### config.mk
export PLATFORM = sky130hd
export DESIGN_NAME = afc_top
export DESIGN_NICKNAME = d
export VERILOG_FILES = /design/src/design/afc_pkg.sv /design/src/design/afc_pat_gen.sv /design/src/design/afc_top.sv
export VERILOG_INCLUDE_DIRS = /design/src /design/src/design
export SDC_FILE = /design/constraint.sdc
export NUM_CORES = 1
export LEC_CHECK = 0
export ABC_CLOCK_PERIOD_IN_PS = 9900
export BUFFER_PORTS_ARGS = -buffer_cell sky130_fd_sc_hd__buf_2
export CORE_ASPECT_RATIO = 1.4
export CORE_UTILIZATION = 40
export CTS_CLUSTER_SIZE = 28
export DETAILED_ROUTE_END_ITERATION = 8
export PLACE_DENSITY = 0.65
export SLEW_MARGIN = 30
export SYNTH_ARGS = -nofsm -noshare
export SYNTH_HDL_FRONTEND = slang
export SYNTH_SLANG_ARGS = --single-unit
### constraint.sdc
create_clock -name clk_in -period 9.9 [get_ports clk_in]
set_clock_uncertainty 0.1 [all_clocks]
set_input_delay 0 -clock clk_in [delete_from_list [all_inputs] [get_ports clk_in]]
set_output_delay 0 -clock clk_in [all_outputs]
set_load 0.005 [all_outputs]
### src/design/afc_consts.svh
`ifndef AFC_CONSTS_SVH
`define AFC_CONSTS_SVH
// Purpose: constants for the output test and frame configuration block
// Assumes: 8-bit registers behind a serial control port, 7-bit address
// Notes:   all registers reset and fuse-load to zero

// Register offsets
`define AFC_ADDR_FUSE   7'h13
`define AFC_ADDR_UPLO   7'h14
`define AFC_ADDR_UPMID  7'h15
`define AFC_ADDR_PSEL   7'h16
`define AFC_ADDR_SCLK   7'h18
`define AFC_ADDR_FRAME  7'h19
// Writable bit masks and reset value
`define AFC_MASK_FUSE   8'h01
`define AFC_MASK_SCLK   8'h10
`define AFC_MASK_FRAME  8'h93
`define AFC_RST_REG     8'h00
// Field positions
`define AFC_BIT_FUSE    0
`define AFC_BIT_SCLK_ON 4
`define AFC_BIT_FSRC    7
`define AFC_BIT_FDIV    4
`define AFC_BIT_FEN     1
`define AFC_BIT_FSTR    0
// Serial frame: read flag, 7 address bits, 8 data bits
`define AFC_SPI_HDR_END 4'h7
`define AFC_SPI_END     4'hF
`endif

### src/design/afc_pkg.sv
// Purpose: shared types of the output test and frame configuration block
// Assumes: nothing
// Notes:   pattern codes are the register field values
package afc_pkg;
   typedef enum logic [2:0] {
      AFC_PAT_NORMAL = 3'h0,
      AFC_PAT_RAMP   = 3'h2,
      AFC_PAT_CONST  = 3'h3
   } afc_pat_mode_t;
   typedef enum logic [1:0] {
      AFC_SPI_IDLE = 2'h0,
      AFC_SPI_ADDR = 2'h1,
      AFC_SPI_DATA = 2'h3
   } afc_spi_st_t;
endpackage : afc_pkg

### src/design/afc_pat_gen.sv
// Purpose: per-channel test pattern insertion ahead of the bit mapper
// Assumes: one sample strobe per converter word
// Notes:   unused select codes pass normal data
module afc_pat_gen #(
   parameter int W  = 14,
   parameter int PW = 18
) (
   input  wire logic          clk_in,
   input  wire logic          rstn_in,
   input  wire logic          smp_valid_in,
   input  wire logic [2:0]    mode_in,
   input  wire logic [PW-1:0] pattern_in,
   input  wire logic [W-1:0]  data_in,
   output logic [W-1:0]       data_out
);
   logic [W-1:0] acc_ff;
   logic [W-1:0] nxt_acc;
   logic [W-1:0] out_ff;
   logic [W-1:0] nxt_out;
   logic [W-1:0] step_w;

   // Top of the user word at native width
   assign step_w   = pattern_in[PW-1 -: W];
   assign data_out = out_ff;

   // Output select per sample; mode choice ignores output format
   always_comb begin
      nxt_acc = acc_ff;
      nxt_out = out_ff;
      if (smp_valid_in) begin
         case (mode_in)
            afc_pkg::AFC_PAT_RAMP: begin
               nxt_out = acc_ff;
               nxt_acc = acc_ff + step_w;               // wraps at W bits
            end
            afc_pkg::AFC_PAT_CONST: begin
               nxt_out = step_w;
               nxt_acc = '0;
            end
            default: begin
               nxt_out = data_in;
               nxt_acc = '0;                            // Ramp restarts from zero
            end
         endcase
      end
   end

   always_ff @(posedge clk_in or negedge rstn_in) begin
      if (!rstn_in) begin
         acc_ff <= '0;
         out_ff <= '0;
      end else begin
         acc_ff <= nxt_acc;
         out_ff <= nxt_out;
      end
   end
endmodule : afc_pat_gen

### src/design/afc_top.sv
// Purpose: output test pattern, serial clock buffer and frame clock configuration
// Assumes: serial control port pins and serial clock pin asynchronous to clk_in
// Notes:   fuse load fires on the 1 to 0 write of its bit
`include "afc_consts.svh"
module afc_top #(
   parameter int W  = 14,
   parameter int PW = 18
) (
   input  wire logic         clk_in,
   input  wire logic         resetn_in,
   input  wire logic         spi_sclk_in,
   input  wire logic         spi_sen_n_in,
   input  wire logic         spi_sdio_in,
   output logic              spi_sdout_out,
   input  wire logic         sample_valid_in,
   input  wire logic [W-1:0] chan_a_data_in,
   input  wire logic [W-1:0] chan_b_data_in,
   input  wire logic         dnc_frame_in,
   input  wire logic         serial_clock_input_in,
   input  wire logic         buffer_second_en_in,
   output logic [W-1:0]      chan_a_out,
   output logic [W-1:0]      chan_b_out,
   output logic              sample_valid_out,
   output logic              frame_clock_out,
   output logic              data_pin_out,
   output logic              serial_clock_in_buffer_on_out,
   output logic              fuse_map_load_out
);
   logic                rst_meta_ff;
   logic                rstn_ff;
   logic [3:0]          s1_ff, s2_ff, s3_ff, st_ff;
   logic [3:0]          nxt_st, rise_w, fall_w;
   afc_pkg::afc_spi_st_t state_ff, nxt_state;
   logic [3:0]          cnt_ff, nxt_cnt;
   logic [7:0]          sh_ff, nxt_sh;
   logic [6:0]          addr_ff, nxt_addr;
   logic                rd_ff, nxt_rd;
   logic [7:0]          rdsh_ff, nxt_rdsh;
   logic                sdout_ff, nxt_sdout;
   logic                wr_en;
   logic [7:0]          wr_data;
   logic [6:0]          hdr_addr;
   logic [7:0]          rd_data;
   logic [7:0]          fuse_ff, uplo_ff, upmid_ff, psel_ff, sclk_ff, frm_ctl_ff;
   logic [7:0]          nxt_fuse, nxt_uplo, nxt_upmid, nxt_psel, nxt_sclk, nxt_frm_ctl;
   logic                fml_ff, nxt_fml;
   logic [PW-1:0]       pattern_w;
   logic                vld_ff;
   logic [5:0]          fr_cnt_ff, nxt_fr_cnt, per_w;
   logic                frame_int_ff, nxt_frame_int;
   logic                frame_sel_w;
   logic                frame_ff, pin_ff, buf_on_ff;

   // Reset release through two flops
   always_ff @(posedge clk_in or negedge resetn_in) begin
      if (!resetn_in) begin
         rst_meta_ff <= 1'b0;
         rstn_ff     <= 1'b0;
      end else begin
         rst_meta_ff <= 1'b1;
         rstn_ff     <= rst_meta_ff;
      end
   end

   // Pin sync: bit 0 sclk, 1 enable, 2 data, 3 serial clock
   assign nxt_st = (~(s2_ff ^ s3_ff) & s3_ff) | ((s2_ff ^ s3_ff) & st_ff);
   assign rise_w = s2_ff & s3_ff & ~st_ff;
   assign fall_w = ~s2_ff & ~s3_ff & st_ff;
   always_ff @(posedge clk_in or negedge rstn_ff) begin
      if (!rstn_ff) begin
         s1_ff <= 4'h2;  // Enable idles high
         s2_ff <= 4'h2;
         s3_ff <= 4'h2;
         st_ff <= 4'h2;
      end else begin
         s1_ff <= {serial_clock_input_in, spi_sdio_in, spi_sen_n_in, spi_sclk_in};
         s2_ff <= s1_ff;
         s3_ff <= s2_ff;
         st_ff <= nxt_st;
      end
   end

   // Read mux, reserved bits already held at zero
   assign hdr_addr = {sh_ff[5:0], st_ff[2]};
   always_comb begin
      if (hdr_addr == `AFC_ADDR_FUSE) begin
         rd_data = fuse_ff;
      end else if (hdr_addr == `AFC_ADDR_UPLO) begin
         rd_data = uplo_ff;
      end else if (hdr_addr == `AFC_ADDR_UPMID) begin
         rd_data = upmid_ff;
      end else if (hdr_addr == `AFC_ADDR_PSEL) begin
         rd_data = psel_ff;
      end else if (hdr_addr == `AFC_ADDR_SCLK) begin
         rd_data = sclk_ff;
      end else if (hdr_addr == `AFC_ADDR_FRAME) begin
         rd_data = frm_ctl_ff;
      end else begin
         rd_data = 8'h00;
      end
   end

   // Serial port: shift on sclk rise, read data out on sclk fall
   always_comb begin
      nxt_state = state_ff;
      nxt_cnt   = cnt_ff;
      nxt_sh    = sh_ff;
      nxt_addr  = addr_ff;
      nxt_rd    = rd_ff;
      nxt_rdsh  = rdsh_ff;
      nxt_sdout = sdout_ff;
      wr_en     = 1'b0;
      wr_data   = {sh_ff[6:0], st_ff[2]};
      if (st_ff[1]) begin
         nxt_state = afc_pkg::AFC_SPI_IDLE;
         nxt_cnt   = 4'h0;
      end else begin
         if (state_ff == afc_pkg::AFC_SPI_IDLE) begin
            nxt_state = afc_pkg::AFC_SPI_ADDR;
         end
         if (rise_w[0]) begin
            nxt_sh  = wr_data;
            nxt_cnt = cnt_ff + 4'h1;
            if (cnt_ff == `AFC_SPI_HDR_END) begin
               nxt_addr  = hdr_addr;
               nxt_rd    = sh_ff[6];
               nxt_rdsh  = rd_data;
               nxt_state = afc_pkg::AFC_SPI_DATA;
            end else if (cnt_ff == `AFC_SPI_END) begin
               wr_en     = !rd_ff;
               nxt_state = afc_pkg::AFC_SPI_ADDR;  // Next frame may follow
            end
         end else if (fall_w[0] && (state_ff == afc_pkg::AFC_SPI_DATA) && rd_ff) begin
            nxt_sdout = rdsh_ff[7];
            nxt_rdsh  = {rdsh_ff[6:0], 1'b0};
         end
      end
   end

   always_ff @(posedge clk_in or negedge rstn_ff) begin
      if (!rstn_ff) begin
         state_ff <= afc_pkg::AFC_SPI_IDLE;
         cnt_ff   <= 4'h0;
         sh_ff    <= 8'h00;
         addr_ff  <= 7'h00;
         rd_ff    <= 1'b0;
         rdsh_ff  <= 8'h00;
         sdout_ff <= 1'b0;
      end else begin
         state_ff <= nxt_state;
         cnt_ff   <= nxt_cnt;
         sh_ff    <= nxt_sh;
         addr_ff  <= nxt_addr;
         rd_ff    <= nxt_rd;
         rdsh_ff  <= nxt_rdsh;
         sdout_ff <= nxt_sdout;
      end
   end

   // Register writes; fuse load wipes every earlier write
   always_comb begin
      nxt_fuse  = fuse_ff;
      nxt_uplo  = uplo_ff;
      nxt_upmid = upmid_ff;
      nxt_psel  = psel_ff;
      nxt_sclk  = sclk_ff;
      nxt_frm_ctl = frm_ctl_ff;
      nxt_fml   = 1'b0;
      if (wr_en && (addr_ff == `AFC_ADDR_FUSE) && fuse_ff[`AFC_BIT_FUSE] && !wr_data[`AFC_BIT_FUSE]) begin
         nxt_fuse  = `AFC_RST_REG;  // sequence relies on host order
         nxt_uplo  = `AFC_RST_REG;
         nxt_upmid = `AFC_RST_REG;
         nxt_psel  = `AFC_RST_REG;
         nxt_sclk  = `AFC_RST_REG;
         nxt_frm_ctl = `AFC_RST_REG;
         nxt_fml   = 1'b1;
      end else if (wr_en) begin
         // Reserved bits masked so they always read zero
         if (addr_ff == `AFC_ADDR_FUSE) begin
            nxt_fuse = wr_data & `AFC_MASK_FUSE;
         end else if (addr_ff == `AFC_ADDR_UPLO) begin
            nxt_uplo = wr_data;
         end else if (addr_ff == `AFC_ADDR_UPMID) begin
            nxt_upmid = wr_data;
         end else if (addr_ff == `AFC_ADDR_PSEL) begin
            nxt_psel = wr_data;
         end else if (addr_ff == `AFC_ADDR_SCLK) begin
            nxt_sclk = wr_data & `AFC_MASK_SCLK;
         end else if (addr_ff == `AFC_ADDR_FRAME) begin
            nxt_frm_ctl = wr_data & `AFC_MASK_FRAME;  // host picks legal combos
         end
      end
   end

   always_ff @(posedge clk_in or negedge rstn_ff) begin
      if (!rstn_ff) begin
         fuse_ff  <= `AFC_RST_REG;
         uplo_ff  <= `AFC_RST_REG;
         upmid_ff <= `AFC_RST_REG;
         psel_ff  <= `AFC_RST_REG;
         sclk_ff  <= `AFC_RST_REG;
         frm_ctl_ff <= `AFC_RST_REG;
         fml_ff   <= 1'b0;
      end else begin
         fuse_ff  <= nxt_fuse;
         uplo_ff  <= nxt_uplo;
         upmid_ff <= nxt_upmid;
         psel_ff  <= nxt_psel;
         sclk_ff  <= nxt_sclk;
         frm_ctl_ff <= nxt_frm_ctl;
         fml_ff   <= nxt_fml;
      end
   end

   // Pattern word spread over three registers
   assign pattern_w = {psel_ff[1:0], upmid_ff, uplo_ff};
   afc_pat_gen #(.W(W), .PW(PW)) u_pat_a (
      .clk_in       (clk_in),
      .rstn_in      (rstn_ff),
      .smp_valid_in (sample_valid_in),
      .mode_in      (psel_ff[4:2]),
      .pattern_in   (pattern_w),
      .data_in      (chan_a_data_in),
      .data_out     (chan_a_out)
   );
   afc_pat_gen #(.W(W), .PW(PW)) u_pat_b (
      .clk_in       (clk_in),
      .rstn_in      (rstn_ff),
      .smp_valid_in (sample_valid_in),
      .mode_in      (psel_ff[7:5]),
      .pattern_in   (pattern_w),
      .data_in      (chan_b_data_in),
      .data_out     (chan_b_out)
   );

   // Frame period in serial clock rising edges: halved for two-wire, doubled when stretched
   always_comb begin
      per_w = 6'(W);
      if (frm_ctl_ff[`AFC_BIT_FDIV]) begin
         per_w = 6'(W / 2);
      end
      if (frm_ctl_ff[`AFC_BIT_FSTR]) begin
         per_w = {per_w[4:0], 1'b0};  // covers A and B words
      end
      nxt_fr_cnt    = fr_cnt_ff;
      nxt_frame_int = frame_int_ff;
      if (!buf_on_ff) begin
         nxt_fr_cnt    = 6'h00;  // no edges while buffer is off
         nxt_frame_int = 1'b0;
      end else if (rise_w[3]) begin
         nxt_fr_cnt    = (fr_cnt_ff >= per_w - 6'h01) ? 6'h00 : fr_cnt_ff + 6'h01;
         nxt_frame_int = nxt_fr_cnt < {1'b0, per_w[5:1]};
      end
   end
   assign frame_sel_w = frm_ctl_ff[`AFC_BIT_FSRC] ? dnc_frame_in : frame_int_ff;

   // Output flops; pin carries frame or parallel data
   always_ff @(posedge clk_in or negedge rstn_ff) begin
      if (!rstn_ff) begin
         fr_cnt_ff    <= 6'h00;
         frame_int_ff <= 1'b0;
         frame_ff     <= 1'b0;
         pin_ff       <= 1'b0;
         buf_on_ff    <= 1'b0;
         vld_ff       <= 1'b0;
      end else begin
         fr_cnt_ff    <= nxt_fr_cnt;
         frame_int_ff <= nxt_frame_int;
         frame_ff     <= frame_sel_w;
         pin_ff       <= frm_ctl_ff[`AFC_BIT_FEN] ? frame_sel_w : chan_a_out[0];
         buf_on_ff    <= sclk_ff[`AFC_BIT_SCLK_ON] & buffer_second_en_in;
         vld_ff       <= sample_valid_in;
      end
   end

   assign spi_sdout_out                 = sdout_ff;
   assign sample_valid_out              = vld_ff;
   assign frame_clock_out               = frame_ff;
   assign data_pin_out                  = pin_ff;
   assign serial_clock_in_buffer_on_out = buf_on_ff;
   assign fuse_map_load_out             = fml_ff;
endmodule : afc_top

* After elaboration in Yosys (flattened, before gate mapping)
Cells that the tools add are included.
** Storage, ports and cells
- Register bits after elaboration :: 164
- Bits of input ports :: 37
- Output and inout port bits :: 34
- Word-level logic and storage cells :: 172
** Operators by class
- Add/subtract/negate cells :: 5
- Magnitude comparators :: 2
- Equality and inequality tests :: 26
- Muxes and demuxes :: 67
- Bitwise operators :: 15
- Reduce and logical (&&, ||, !) cells :: 27
** Operator list (count)
- 8-bit 2-to-1 mux :: 42
- 7-bit by 5-bit equality test with 1-bit output, second input constant :: 12
- 14-bit one-hot mux with 2 select lines :: 2
- 14-bit adder :: 2
- 14-bit 2-to-1 mux :: 2
- 6-bit 2-to-1 mux :: 3
- 2-bit nonzero test :: 9
- 4-bit AND :: 4
- 3-bit by 2-bit equality test with 1-bit output, second input constant :: 4
- 4-bit 2-to-1 mux :: 3
- 3-bit AND reduction :: 4
- 2-bit 2-to-1 mux :: 5
- 2-bit inequality test, second input constant :: 5
- 1-bit 2-to-1 mux :: 9
- 4-bit NOT :: 2
- 7-bit AND reduction :: 1
- 6-bit by 1-bit adder with 6-bit output, second input constant :: 1
- 6-bit greater-or-equal comparator :: 1
- 6-bit by 4-bit less-than comparator with 1-bit output :: 1
- 6-bit AND reduction :: 1
- 5-bit by 1-bit subtractor with 6-bit output, second input constant :: 1
- 1-bit logical AND :: 5
- 5-bit 2-to-1 mux :: 1
- 5-bit AND reduction :: 1
- other kinds (13) :: 21

* Logic depth before layout (Yosys ltp)
Gate-level depths: netlist of run 1.
- Word-level depth :: 10
- Mapped depth :: 15
- Depth with buffers taken out :: 14

* Hierarchy
A second synthesis of run 1 with hierarchy kept.
** Unflattened totals
- Cells, all modules :: 822
- Area total of the unflattened synthesis :: 8186.6 µm²
** By module, submodules not included
- afc_top :: times used 1, cells an instance 410, area an instance 4314.1 µm², seq. area each 2257.2 µm²
- afc_pat_gen at u_pat_a :: times used 1, cells an instance 211, area an instance 1973.1 µm², seq. area each 700.7 µm²
- afc_pat_gen at u_pat_b :: times used 1, cells an instance 201, area an instance 1899.3 µm², seq. area each 700.7 µm²

* Worst setup path before layout of run 1
Ideal clock, no wire load.
- Kind :: register to register
- Start point :: register frm_ctl_ff[0]
- End point :: register frame_int_ff
- Setup time :: 0.084 ns
- Arrival time :: 2.714 ns
- Data required time :: 9.716 ns
- Slack :: 7.002 ns
- Stages on the path, launching flop included :: 16
- Buffers on the path :: 1
- Period minus slack after synthesis :: 2.898 ns
- Path through :: dfrtp_1 -> inv_1 -> ha_1 -> inv_1 -> ha_1 -> nand2b_1 -> a21o_1 -> a21o_1 -> a21o_1 -> a211o_1 -> clkbuf_1 -> nor2_1 -> ha_1 -> a211oi_1 -> o21ai_0 -> a21boi_0
** Between the ends
- Longest elaborated chain between the ends :: 7
** RTL lines
- start, declared :: RTL line afc_top.sv:44 : logic [7:0] fuse_ff, uplo_ff, upmid_ff, psel_ff, sclk_ff, frm_ctl_ff;
- start signal, assigned :: RTL line afc_top.sv:202 : frm_ctl_ff <= `AFC_RST_REG;
- start signal, assigned :: RTL line afc_top.sv:210 : frm_ctl_ff <= nxt_frm_ctl;
- 5-bit 2-to-1 mux (*) :: RTL line afc_top.sv:242 : if (frm_ctl_ff[`AFC_BIT_FSTR]) begin
- 5-bit by 1-bit subtractor with 6-bit output :: RTL line afc_top.sv:251 : nxt_fr_cnt = (fr_cnt_ff >= per_w - 6'h01) ? 6'h00 : fr_cnt_ff + 6'h01;
- 6-bit greater-or-equal comparator :: RTL line afc_top.sv:251
- 6-bit 2-to-1 mux :: RTL line afc_top.sv:251
- 6-bit by 4-bit less-than comparator with 1-bit output (*) :: RTL line afc_top.sv:252 : nxt_frame_int = nxt_fr_cnt < {1'b0, per_w[5:1]};
- 1-bit 2-to-1 mux (*) :: RTL line afc_top.sv:250 : end else if (rise_w[3]) begin
- 1-bit 2-to-1 mux (*) :: RTL line afc_top.sv:247 : if (!buf_on_ff) begin
- end signal, assigned :: RTL line afc_top.sv:268 : frame_int_ff <= nxt_frame_int;
- end, declared :: RTL line afc_top.sv:50 : logic frame_int_ff, nxt_frame_int;
Every way passes the cells marked *; elsewhere a longest branch is shown, timed or not. The select of a mux whose other input is x is not followed.
A chain may end at the register's enable or synchronous reset.

* Worst setup path after layout of run 1
Same ends and word-level chain as after synthesis.

==> flow_metrics.env, run 1 <==
export IMPL_status="finished clean"
export IMPL_achievable_frequency_mhz=329.6
export IMPL_timing_max_cap_violations=0
export IMPL_finalCritPeriodShare=0.3065
export IMPL_worst_setup_path_start_kind="register"
export IMPL_cts_bufs_inserted=17
export IMPL_clock_tree_from_tritoncts="done"
export IMPL_relSlewSlack=0.3704
export IMPL_areaGrowthSynthToFinish_pct=19.48
export IMPL_timing_critical_path_max_delay_family="compound AO/OA/AOI/OAI gates"
export IMPL_layout_drive_gt1_share=0.2316
export IMPL_grt_max_degree=65
export IMPL_drc=0
export IMPL_cts_max_path_buffers=2
export IMPL_diodes=0
export IMPL_dr_first_iter_drc_count=323
export IMPL_postLayoutCoreUtil=0.4908
export IMPL_via_count=5943
export IMPL_origin_of_the_worst_setup_path="frm_ctl_ff[0]"
export IMPL_timing_hold_worst_endpoint="sample_valid_out"
export IMPL_cts_resized_gates=0
export IMPL_clk_pin_slew_worst_paths_ns=0.06
export IMPL_async_reset_ff_frac=1.000
export IMPL_design_core_area_um2=19370
export IMPL_die_y_um=168.9
export IMPL_first_global_vias=5984
export IMPL_initial_core_utilization=0.4108
export IMPL_fp_row_count=60
export IMPL_ctsHtreeMaxLevel=4
export IMPL_detail_route_wirelength_um=18490
export IMPL_finalHoldViolCount=0
export IMPL_synth_commonest_cells="142 x sky130_fd_sc_hd__dfrtp_1, 86 x sky130_fd_sc_hd__nand2_1, 58 x sky130_fd_sc_hd__o21ai_0"
export IMPL_post_route_min_period_ns=3.034
export IMPL_routed_wire_length_per_instance_um=16.76
export IMPL_first_pass_grt_wire_length_um=30440
export IMPL_post_route_total_power_mw=1.464
export IMPL_synth_top_cell_area_share=0.4466
export IMPL_syn_nets=824
export IMPL_place_port_buffers=70
export IMPL_synth_seq_area_share=0.4598
export IMPL_powerDensity_nw_per_um2=154.0
export IMPL_reg2reg_from="frm_ctl_ff[0]"
export IMPL_worst_path_buf_inv=2
export IMPL_filler_cell_count=1769
export IMPL_synth_area_leaders="sky130_fd_sc_hd__dfrtp_1 45%, sky130_fd_sc_hd__mux2_2 8.1%, sky130_fd_sc_hd__ha_1 6.6%"
export IMPL_synth_area_per_cell_um2=10.71
export IMPL_mappedNetlistArea_um2=7956
export IMPL_dpl_hpwl_um=12860
export IMPL_yosys_synthesis_warning_count=0
export IMPL_max_vdd_ir_drop_uv=94.02
export IMPL_critPathMaxStageDelay_ns=0.42
export IMPL_timing_reg2reg_worst_path_depth=14
export IMPL_final_antenna_net_count=0
export IMPL_synth_top_flop_cell="sky130_fd_sc_hd__dfrtp_1"
export IMPL_cts_root_buf="sky130_fd_sc_hd__clkbuf_16"
export IMPL_global_route_usage_total=0.1918
export IMPL_worst_pin_slew_ns=0.9313
export IMPL_ys_types=69
export IMPL_setup_violations_final=0
export IMPL_crit_path_top_delay_cell="sky130_fd_sc_hd__dfrtp_1"
export IMPL_netlist_top_cell_by_area="sky130_fd_sc_hd__dfrtp_1"
export IMPL_fp_dieArea_um2=20470
export IMPL_timing_critical_path_cells="inv_1 -> ha_1 -> inv_1 -> ha_1 -> nand2b_1 -> a21o_1 -> a21o_1 -> a21o_1 -> a211o_1 -> nor2_1 -> ha_1 -> a211oi_1 -> o21ai_0 -> a21boi_0"
export IMPL_rr_endpoint="frame_int_ff"
export IMPL_worstHoldPathCells=1
export IMPL_crit_path_max_fanout=9
export IMPL_grt_setup_unrepaired="no"
export IMPL_post_synth_inst_count=743
export IMPL_critical_path_required_ns=10.14
export IMPL_synth_enable_flop_cells=0
export IMPL_slew_viol_final=0
export IMPL_min_from="sample_valid_in"
export IMPL_timing_worst_setup_path_type="register to register"
export IMPL_final_estimated_routing_congestion_in_global_placement=0.8431
export IMPL_dp_cells=1035
export IMPL_fin_tns_setup_ns=0
export IMPL_critPathCaptureType="register"
export IMPL_routed_via_density=5.388
export IMPL_yosysMostFrequentCell="sky130_fd_sc_hd__dfrtp_1"
export IMPL_antenna_found_initial=0
export IMPL_fp_dieW_um=121.2
export IMPL_final_cells=1103
export IMPL_post_cts_repair_setup_buffers=0
export IMPL_clock_insertion_delay_at_the_later_pin_of_the_skew_report_ns=0.42
export IMPL_timing_reg2reg_setup_slack_ns=6.87
export IMPL_worst_endpoint_arrival_ns=3.28
export IMPL_clock_sinks=146
export IMPL_static_leakage_power_nw=4.464
export IMPL_holdCritPathClass="input pin to register"
export IMPL_drt_pass1_iterations=5
export IMPL_top_level_ports=71
export IMPL_fin_nets=923
export IMPL_total_overflow_reported_by_the_global_router=0
export IMPL_synth_ff_latch_count=146
registers in the layout, indices dropped and copies added, names as in the netlist, 4 cells and up, named ones only:
register and count:
upmid_ff 8, s1_ff 4, addr_ff 7, psel_ff 8
rdsh_ff 8, uplo_ff 8, s2_ff 4, s3_ff 4
fr_cnt_ff 6, u_pat_b.data_out 14, cnt_ff 4, u_pat_a.acc_ff 14
frm_ctl_ff 4, u_pat_a.data_out 14, u_pat_b.acc_ff 14, sh_ff 7
cell families after synthesis:
group | Yosys count | synth area share
other | 1 | 0.0004713
adders and majority gates | 46 | 0.07360
DFF | 146 | 0.4598
and+or+nand+nor | 184 | 0.1194
buffers and inverters | 56 | 0.02925
AOI/OAI and AO/OA | 195 | 0.1628
xor gates and xnor gates | 25 | 0.02752
muxes | 90 | 0.1272
cells in the final DEF (no fill, tap or decap), types with 5 or more instances in the layout:
cell / instances
sky130_fd_sc_hd__a21o_1: 13
sky130_fd_sc_hd__mux2_2: 57
sky130_fd_sc_hd__buf_2: 70
sky130_fd_sc_hd__and2_2: 7
sky130_fd_sc_hd__nor2_1: 24
sky130_fd_sc_hd__dfrtp_1: 141
sky130_fd_sc_hd__mux2_4: 8
sky130_fd_sc_hd__a21oi_1: 36
sky130_fd_sc_hd__o211ai_1: 8
sky130_fd_sc_hd__or3_1: 6
sky130_fd_sc_hd__dlygate4sd3_1: 36
sky130_fd_sc_hd__mux2i_1: 25
sky130_fd_sc_hd__and2_1: 7
sky130_fd_sc_hd__a22o_1: 23
sky130_fd_sc_hd__o21ai_0: 58
sky130_fd_sc_hd__a22oi_1: 7
sky130_fd_sc_hd__nand2b_1: 8
sky130_fd_sc_hd__nor2b_1: 8
sky130_fd_sc_hd__inv_1: 22
sky130_fd_sc_hd__o31ai_1: 6
sky130_fd_sc_hd__buf_4: 7
sky130_fd_sc_hd__nand2_1: 86
sky130_fd_sc_hd__nand3_1: 11
sky130_fd_sc_hd__clkbuf_16: 17
sky130_fd_sc_hd__xor2_1: 8
sky130_fd_sc_hd__ha_1: 42
sky130_fd_sc_hd__a211oi_1: 5
sky130_fd_sc_hd__xnor2_1: 17
metal layers:
layer,vias up,GRT usage,share of wire
met5,-,0,0
met4,0,0.06871,0.019
met3,22,0.03302,0.030
met2,111,0.3421,0.51
met1,2922,0.2291,0.44
li1,2888,-,-
what timing repair did:
action                                 in CTS  in global routing
endpoints found under the hold margin      37                  0
hold buffers                               36                  0
setup endpoints to repair                   0                  0
how the worst max path moves through the flow:
stage	end	slack, ns	depth (start not counted)
after global routing	frame_int_ff	6.55	14
final	frame_int_ff	6.87	14
after detailed placement	u_pat_b.acc_ff[13]	6.84	8
after CTS	frame_int_ff	6.84	14
after floorplan	asynchronous set/reset pin	5.44	0
after global placement	frame_int_ff	6.94	14
power breakdown:
part,switching (mW),leakage [nW],internal [mW],total [mW]
combinational,0.0644,2.25,0.0646,0.129
clock,0.245,0.300,0.423,0.668
sequential,0.0399,1.91,0.626,0.666
total,0.349,4.46,1.11,1.46
area by class of cell:
cell class / count / area (µm²) / share of cell area
Multi-Input combinational cell: 541 / 4068 / 0.4279
Sequential cell: 146 / 3662 / 0.3852
Timing Repair Buffer: 113 / 763.2 / 0.08028
Clock buffer: 24 / 491.7 / 0.05172
Tap cell: 248 / 310.3 / 0.03264
Clock inverter: 8 / 125.1 / 0.01316
Inverter: 23 / 86.33 / 0.009081
through the flow:
step	worst slack, ns	hold WS, ns	area [µm²]
floorplan	5.438	-0.3956	7956
global placement	6.942	-0.3135	8527
detailed placement	6.837	-0.3129	8529
CTS	6.844	0.02445	9507
global route	6.550	0.06410	9507
finish	6.866	0.03907	9507
Note: power is estimated with default switching activity, not from simulation.
==> run 2, diff against run 1 <==
--- a/config.mk
+++ b/config.mk
@@ -6,13 +6,13 @@
 export SDC_FILE = /design/constraint.sdc
 export NUM_CORES = 1
 export LEC_CHECK = 0
-export ABC_CLOCK_PERIOD_IN_PS = 9900
+export ABC_CLOCK_PERIOD_IN_PS = 2700
 export BUFFER_PORTS_ARGS = -buffer_cell sky130_fd_sc_hd__buf_2
 export CORE_ASPECT_RATIO = 1.4
 export CORE_UTILIZATION = 40
 export CTS_CLUSTER_SIZE = 28
 export DETAILED_ROUTE_END_ITERATION = 8
-export PLACE_DENSITY = 0.65
+export PLACE_DENSITY = 0.67
 export SLEW_MARGIN = 30
 export SYNTH_ARGS = -nofsm -noshare
 export SYNTH_HDL_FRONTEND = slang
==> constraint.sdc (replaced) <==
create_clock -name clk_in -period 2.7 [get_ports clk_in]
set_clock_uncertainty 0.1 [all_clocks]
set_input_delay 0 -clock clk_in [delete_from_list [all_inputs] [get_ports clk_in]]
set_output_delay 0 -clock clk_in [all_outputs]
set_load 0.005 [all_outputs]
==> run 2 against run 1 <==
  * Global-route usage is 1.0 points higher
  * Worst hold slack better by 0.066 ns
  * Flip-flop and latch count stayed put
  * Largest power group unchanged
  * Non-clock buffer count is 33 higher
  * Largest cell class unchanged
  * Via count is 2.3% higher
==> flow_metrics.env, run 2 (synthesis results as in run 1) <==
export IMPL_status="finished clean"
export IMPL_sw_share=0.2462
export IMPL_critical_path_required_ns=2.96
export IMPL_clk_pin_slew_worst_paths_ns=0.06
export IMPL_first_pass_grt_wire_length_um=31400
export IMPL_fin_ws_ns=0.006937
export IMPL_via_count=6079
export IMPL_combPwrFrac=0.096
export IMPL_top_level_ports=71
export IMPL_most_common_layout_cells="139 x sky130_fd_sc_hd__dfrtp_1, 86 x sky130_fd_sc_hd__nand2_1, 70 x sky130_fd_sc_hd__buf_2"
export IMPL_seq_power_share=0.445
export IMPL_holdCritPathClass="input pin to register"
export IMPL_final_estimated_routing_congestion_in_global_placement=0.8843
export IMPL_dr_first_iter_drc_count=418
export IMPL_worst_setup_path_start_kind="register"
export IMPL_clock_sinks=146
export IMPL_finalHoldViolCount=0
export IMPL_global_route_usage_total=0.2018
export IMPL_worst_endpoint_arrival_ns=2.95
export IMPL_static_leakage_power_nw=4.654
export IMPL_diodes=0
export IMPL_layout_drive_gt1_share=0.2860
export IMPL_worstHoldPathCells=2
export IMPL_routed_wire_length_per_instance_um=17.22
export IMPL_net_switching_power_mw=1.345
export IMPL_achievable_frequency_mhz=371.3
export IMPL_design_core_area_um2=19370
export IMPL_cts_bufs_inserted=17
export IMPL_place_port_buffers=70
export IMPL_max_vdd_ir_drop_uv=402.9
export IMPL_worst_pin_slew_ns=0.8991
export IMPL_timing_worst_setup_path_type="register to register"
export IMPL_setup_violations_final=0
export IMPL_timing_critical_path_max_delay_family="compound AO/OA/AOI/OAI gates"
export IMPL_areaGrowthSynthToFinish_pct=24.85
export IMPL_place_worst_setup_slack_ns=-0.05517
export IMPL_clock_insertion_delay_at_the_later_pin_of_the_skew_report_ns=0.43
export IMPL_fp_dieW_um=121.2
export IMPL_initial_core_utilization=0.4108
export IMPL_antenna_found_initial=0
export IMPL_relSlewSlack=0.4006
export IMPL_fin_tns_setup_ns=0
export IMPL_slew_viol_final=0
export IMPL_final_antenna_net_count=0
export IMPL_grt_setup_unrepaired="yes"
export IMPL_finalCritPeriodShare=0.9974
export IMPL_fin_nets=956
export IMPL_crit_path_top_delay_cell="sky130_fd_sc_hd__dfrtp_1"
export IMPL_drc=0
export IMPL_ctsHtreeMaxLevel=4
export IMPL_fp_dieArea_um2=20470
export IMPL_worst_path_buf_inv=2
export IMPL_timing_max_cap_violations=0
export IMPL_crit_path_max_fanout=3
export IMPL_powerDensity_nw_per_um2=550.0
export IMPL_internal_power_mw=4.118
export IMPL_grt_max_degree=59
export IMPL_timing_critical_path_cells="inv_2 -> ha_4 -> inv_2 -> ha_4 -> nand2b_4 -> a21o_1 -> a21o_1 -> a21o_1 -> a211o_1 -> nor2_2 -> ha_4 -> a211oi_2 -> o21ai_1 -> a21boi_1"
export IMPL_layout_commonest_cell="sky130_fd_sc_hd__dfrtp_1"
export IMPL_total_overflow_reported_by_the_global_router=0
export IMPL_cts_root_buf="sky130_fd_sc_hd__clkbuf_16"
export IMPL_holdWs_ns=0.1053
export IMPL_die_y_um=168.9
export IMPL_clock_tree_from_tritoncts="done"
export IMPL_timing_reg2reg_worst_path_depth=14
export IMPL_critPathCaptureType="register"
export IMPL_routed_via_density=5.351
export IMPL_fp_row_count=60
export IMPL_post_route_min_period_ns=2.693
export IMPL_power_clock_fraction=0.459
export IMPL_dpl_hpwl_um=13790
export IMPL_cts_max_path_buffers=2
export IMPL_detail_route_wirelength_um=19570
export IMPL_first_global_vias=6092
export IMPL_cp_num_cells=14
export IMPL_critPathMaxStageDelay_ns=0.38
export IMPL_drt_pass1_iterations=6
[run 2: final cells by class]
type	count	area (µm²)
Fill cell	1715	9435
Multi-Input combinational cell	541	4195
Sequential cell	146	3665
Timing Repair Buffer	146	1046
Clock buffer	22	484.2
Tap cell	248	310.3
Clock inverter	10	146.4
Inverter	23	86.33
[run 2: final timing paths]
kind	from	end	slack, ns
min in group asynchronous	rstn_ff	s2_ff[2]	0.19
max reg2reg	frm_ctl_ff[0]	frame_int_ff	0.007
min	spi_sdio_in	s1_ff[2]	0.11
min reg2reg	rstn_ff	s2_ff[2]	0.19
max	frm_ctl_ff[0]	frame_int_ff	0.007
max in group asynchronous	rstn_ff	s2_ff[1]	1.60
[run 2: metrics by stage]
stage	util	std cells	total power, mW	cell area (µm²)
after floorplan	-	743	2.729	7973
final	0.5129	1136	5.463	9933
after detailed placement	0.4534	1065	2.952	8782
after global routing	0.5129	1136	5.684	9933
after global placement	0.4534	1065	2.934	8782
after CTS	0.5061	1135	5.515	9803
[run 2: metal layers]
metal	vias up	track usage	wire length (µm)
li1	2949	-	-
met2	145	0.3560	10010
met3	37	0.04852	849
met1	2948	0.2277	8089
met5	-	0	0
met4	0	0.09179	616
[run 2: power by group through the flow]
stage	Combinational (mW)	Clock (mW)	Sequential, mW
final	0.523	2.51	2.43
after global routing	0.580	2.65	2.45
after CTS	0.525	2.56	2.43
after detailed placement	0.483	0	2.47
after global placement	0.474	0	2.46
after floorplan	0.287	0	2.44
[run 2: repair_timing]
action                                 CTS  global route
gates resized for setup                  3            22
hold buffers                            37             0
setup endpoints to repair                1            11
buffers inserted                         1             1
endpoints found under the hold margin   42             0
pin swaps                                2             6
==> run 3, diff against run 2 <==
--- a/config.mk
+++ b/config.mk
@@ -12,7 +12,7 @@
 export CORE_UTILIZATION = 40
 export CTS_CLUSTER_SIZE = 28
 export DETAILED_ROUTE_END_ITERATION = 8
-export PLACE_DENSITY = 0.67
+export PLACE_DENSITY = 0.63
 export SLEW_MARGIN = 30
 export SYNTH_ARGS = -nofsm -noshare
 export SYNTH_HDL_FRONTEND = slang
==> run 3 against run 2 <==
  * Power is 0.43% higher
  * First-iteration DRC count is 28% lower
  * Worst hold slack better by 0.0076 ns
  * Cell count is 0.18% lower
  * Combinational power is 4.4% lower
  * Via count is 0.13% higher
  * Count of clock-buffer cells in the layout stayed put
  * Largest cell class unchanged
  * Clock power hardly changed
  * Largest power group unchanged
  * Register-to-register slack hardly changed
  * Non-clock buffer count is 1 lower
  * Core utilization is 0.25 points lower
  * Flip-flop and latch count stayed put
  * The run now ends with negative setup slack left
==> flow_metrics.env, run 3 (synthesis results as in run 1) <==
export IMPL_total_overflow_reported_by_the_global_router=0
export IMPL_sw_share=0.2369
export IMPL_crit_path_max_fanout=4
export IMPL_timing_worst_setup_path_type="register to register"
export IMPL_reg2reg_from="frm_ctl_ff[0]"
export IMPL_achievable_frequency_mhz=369.3
export IMPL_top_level_ports=71
export IMPL_antenna_found_initial=0
export IMPL_final_estimated_routing_congestion_in_global_placement=0.9033
export IMPL_place_port_buffers=70
export IMPL_internal_power_mw=4.187
export IMPL_timing_reg2reg_setup_slack_ns=-0.008
export IMPL_powerDensity_nw_per_um2=555.0
export IMPL_first_global_vias=6265
export IMPL_net_switching_power_mw=1.300
export IMPL_seq_power_share=0.446
export IMPL_fin_tns_setup_ns=-0.007502
export IMPL_ctsHtreeMaxLevel=4
export IMPL_clock_sinks=146
export IMPL_critPathCaptureType="register"
export IMPL_worst_pin_slew_ns=0.9524
export IMPL_timing_reg2reg_worst_path_depth=12
export IMPL_dr_first_iter_drc_count=300
export IMPL_place_worst_setup_slack_ns=-0.08049
export IMPL_worst_endpoint_arrival_ns=2.96
export IMPL_post_route_min_period_ns=2.708
export IMPL_relSlewSlack=0.3651
export IMPL_fp_row_count=60
export IMPL_fp_dieW_um=121.2
export IMPL_holdCritPathClass="input pin to register"
export IMPL_grt_max_degree=55
export IMPL_combPwrFrac=0.091
export IMPL_slew_viol_final=0
export IMPL_rr_endpoint="frame_int_ff"
export IMPL_worst_setup_path_start_kind="register"
export IMPL_status="finished with violations"
export IMPL_layout_commonest_cell="sky130_fd_sc_hd__dfrtp_1"
export IMPL_timing_hold_worst_endpoint="s1_ff[0]"
export IMPL_finalCritPeriodShare=1.003
export IMPL_final_antenna_net_count=0
export IMPL_grt_setup_unrepaired="yes"
export IMPL_static_leakage_power_nw=4.654
export IMPL_power_clock_fraction=0.463
export IMPL_final_cells=1134
export IMPL_areaGrowthSynthToFinish_pct=24.25
export IMPL_first_pass_grt_wire_length_um=31770
export IMPL_cts_root_buf="sky130_fd_sc_hd__clkbuf_16"
export IMPL_most_common_layout_cells="140 x sky130_fd_sc_hd__dfrtp_1, 86 x sky130_fd_sc_hd__nand2_1, 70 x sky130_fd_sc_hd__buf_2"
export IMPL_setup_violations_final=1
export IMPL_die_y_um=168.9
export IMPL_fp_dieArea_um2=20470
export IMPL_dp_cells=1064
export IMPL_holdWs_ns=0.1129
export IMPL_detail_route_wirelength_um=19380
export IMPL_global_route_usage_total=0.2026
export IMPL_routed_via_density=5.368
export IMPL_diodes=0
export IMPL_finalHoldViolCount=0
export IMPL_fin_ws_ns=-0.007502
export IMPL_timing_max_cap_violations=0
export IMPL_violated_checks="negative setup slack"
export IMPL_worstHoldPathCells=2
export IMPL_design_core_area_um2=19370
export IMPL_cts_bufs_inserted=17
export IMPL_critical_path_required_ns=2.95
export IMPL_clock_insertion_delay_at_the_later_pin_of_the_skew_report_ns=0.42
export IMPL_initial_core_utilization=0.4108
export IMPL_via_count=6087
export IMPL_cts_max_path_buffers=2
export IMPL_max_vdd_ir_drop_uv=401.4
export IMPL_layout_drive_gt1_share=0.2754
export IMPL_routed_wire_length_per_instance_um=17.09
export IMPL_dpl_hpwl_um=14050
export IMPL_fin_nets=955
export IMPL_postLayoutCoreUtil=0.5104
export IMPL_min_from="spi_sclk_in"
export IMPL_drt_pass1_iterations=4
export IMPL_drc=0
export IMPL_clk_pin_slew_worst_paths_ns=0.06
export IMPL_clock_tree_from_tritoncts="done"
-- run 3: what timing repair did --
| action | in CTS | in global routing |
|---|---|---|
| pin swaps | 5 | 8 |
| hold buffers | 37 | 0 |
| endpoints found under the setup margin | 2 | 9 |
| resized for setup | 4 | 12 |
| setup buffers | 0 | 2 |
| hold endpoints to repair | 38 | 0 |
-- run 3: per-stage QoR --
step	power, mW	cell area, µm²
after floorplan	2.729	7973
after global placement	2.940	8775
after detailed placement	2.951	8775
after CTS	5.543	9797
after global routing	5.700	9886
final	5.487	9886
-- run 3: layer usage --
metal / GRT usage / part of all wire / vias to the layer above
met5: 0 / 0 / -
met4: 0.1063 / 0.034 / 0
met3: 0.03942 / 0.034 / 42
met2: 0.3635 / 0.52 / 133
met1: 0.2236 / 0.42 / 2957
li1: - / - / 2955
-- run 3: layout make-up --
| type | count | area [µm²] |
|---|---|---|
| Clock buffer | 22 | 484.2 |
| Sequential cell | 146 | 3664 |
| Inverter | 23 | 86.33 |
| Multi-Input combinational cell | 541 | 4155 |
| Fill cell | 1712 | 9483 |
| Tap cell | 248 | 310.3 |
| Clock inverter | 9 | 151.4 |
| Timing Repair Buffer | 145 | 1035 |
-- run 3: power groups by stage --
stage / clock network (mW) / logic, mW / registers [mW]
6_report: 2.54 / 0.500 / 2.45
5_1_grt: 2.68 / 0.555 / 2.47
4_1_cts: 2.59 / 0.506 / 2.45
3_5_place_dp: 0 / 0.463 / 2.49
2_1_floorplan: 0 / 0.287 / 2.44
3_3_place_gp: 0 / 0.455 / 2.48
-- run 3: worst max path at each step --
stage / slack (ns) / endpoint / from / cells after the start
finish: -0.008 / frame_int_ff / frm_ctl_ff[0] / 12
global route: -0.14 / frame_int_ff / frm_ctl_ff[0] / 14
CTS: -0.08 / frame_int_ff / frm_ctl_ff[0] / 14
detailed placement: -0.08 / frame_int_ff / frm_ctl_ff[0] / 14
global placement: 0.006 / frame_int_ff / frm_ctl_ff[0] / 14
floorplan: -0.05 / frame_int_ff / frm_ctl_ff[0] / 15
-- run 3: critical path, stage by stage, from the launching register on --
cell and delay (ns):
sky130_fd_sc_hd__dfrtp_1 0.40, sky130_fd_sc_hd__buf_4 0.14, sky130_fd_sc_hd__buf_4 0.14, sky130_fd_sc_hd__ha_1 0.21, sky130_fd_sc_hd__ha_1 0.26, sky130_fd_sc_hd__a21o_1 0.17
sky130_fd_sc_hd__a21o_1 0.15, sky130_fd_sc_hd__a211o_1 0.32, sky130_fd_sc_hd__nor2_2 0.15, sky130_fd_sc_hd__ha_4 0.22, sky130_fd_sc_hd__a211oi_2 0.16, sky130_fd_sc_hd__o21ai_1 0.09
sky130_fd_sc_hd__a21boi_1 0.12
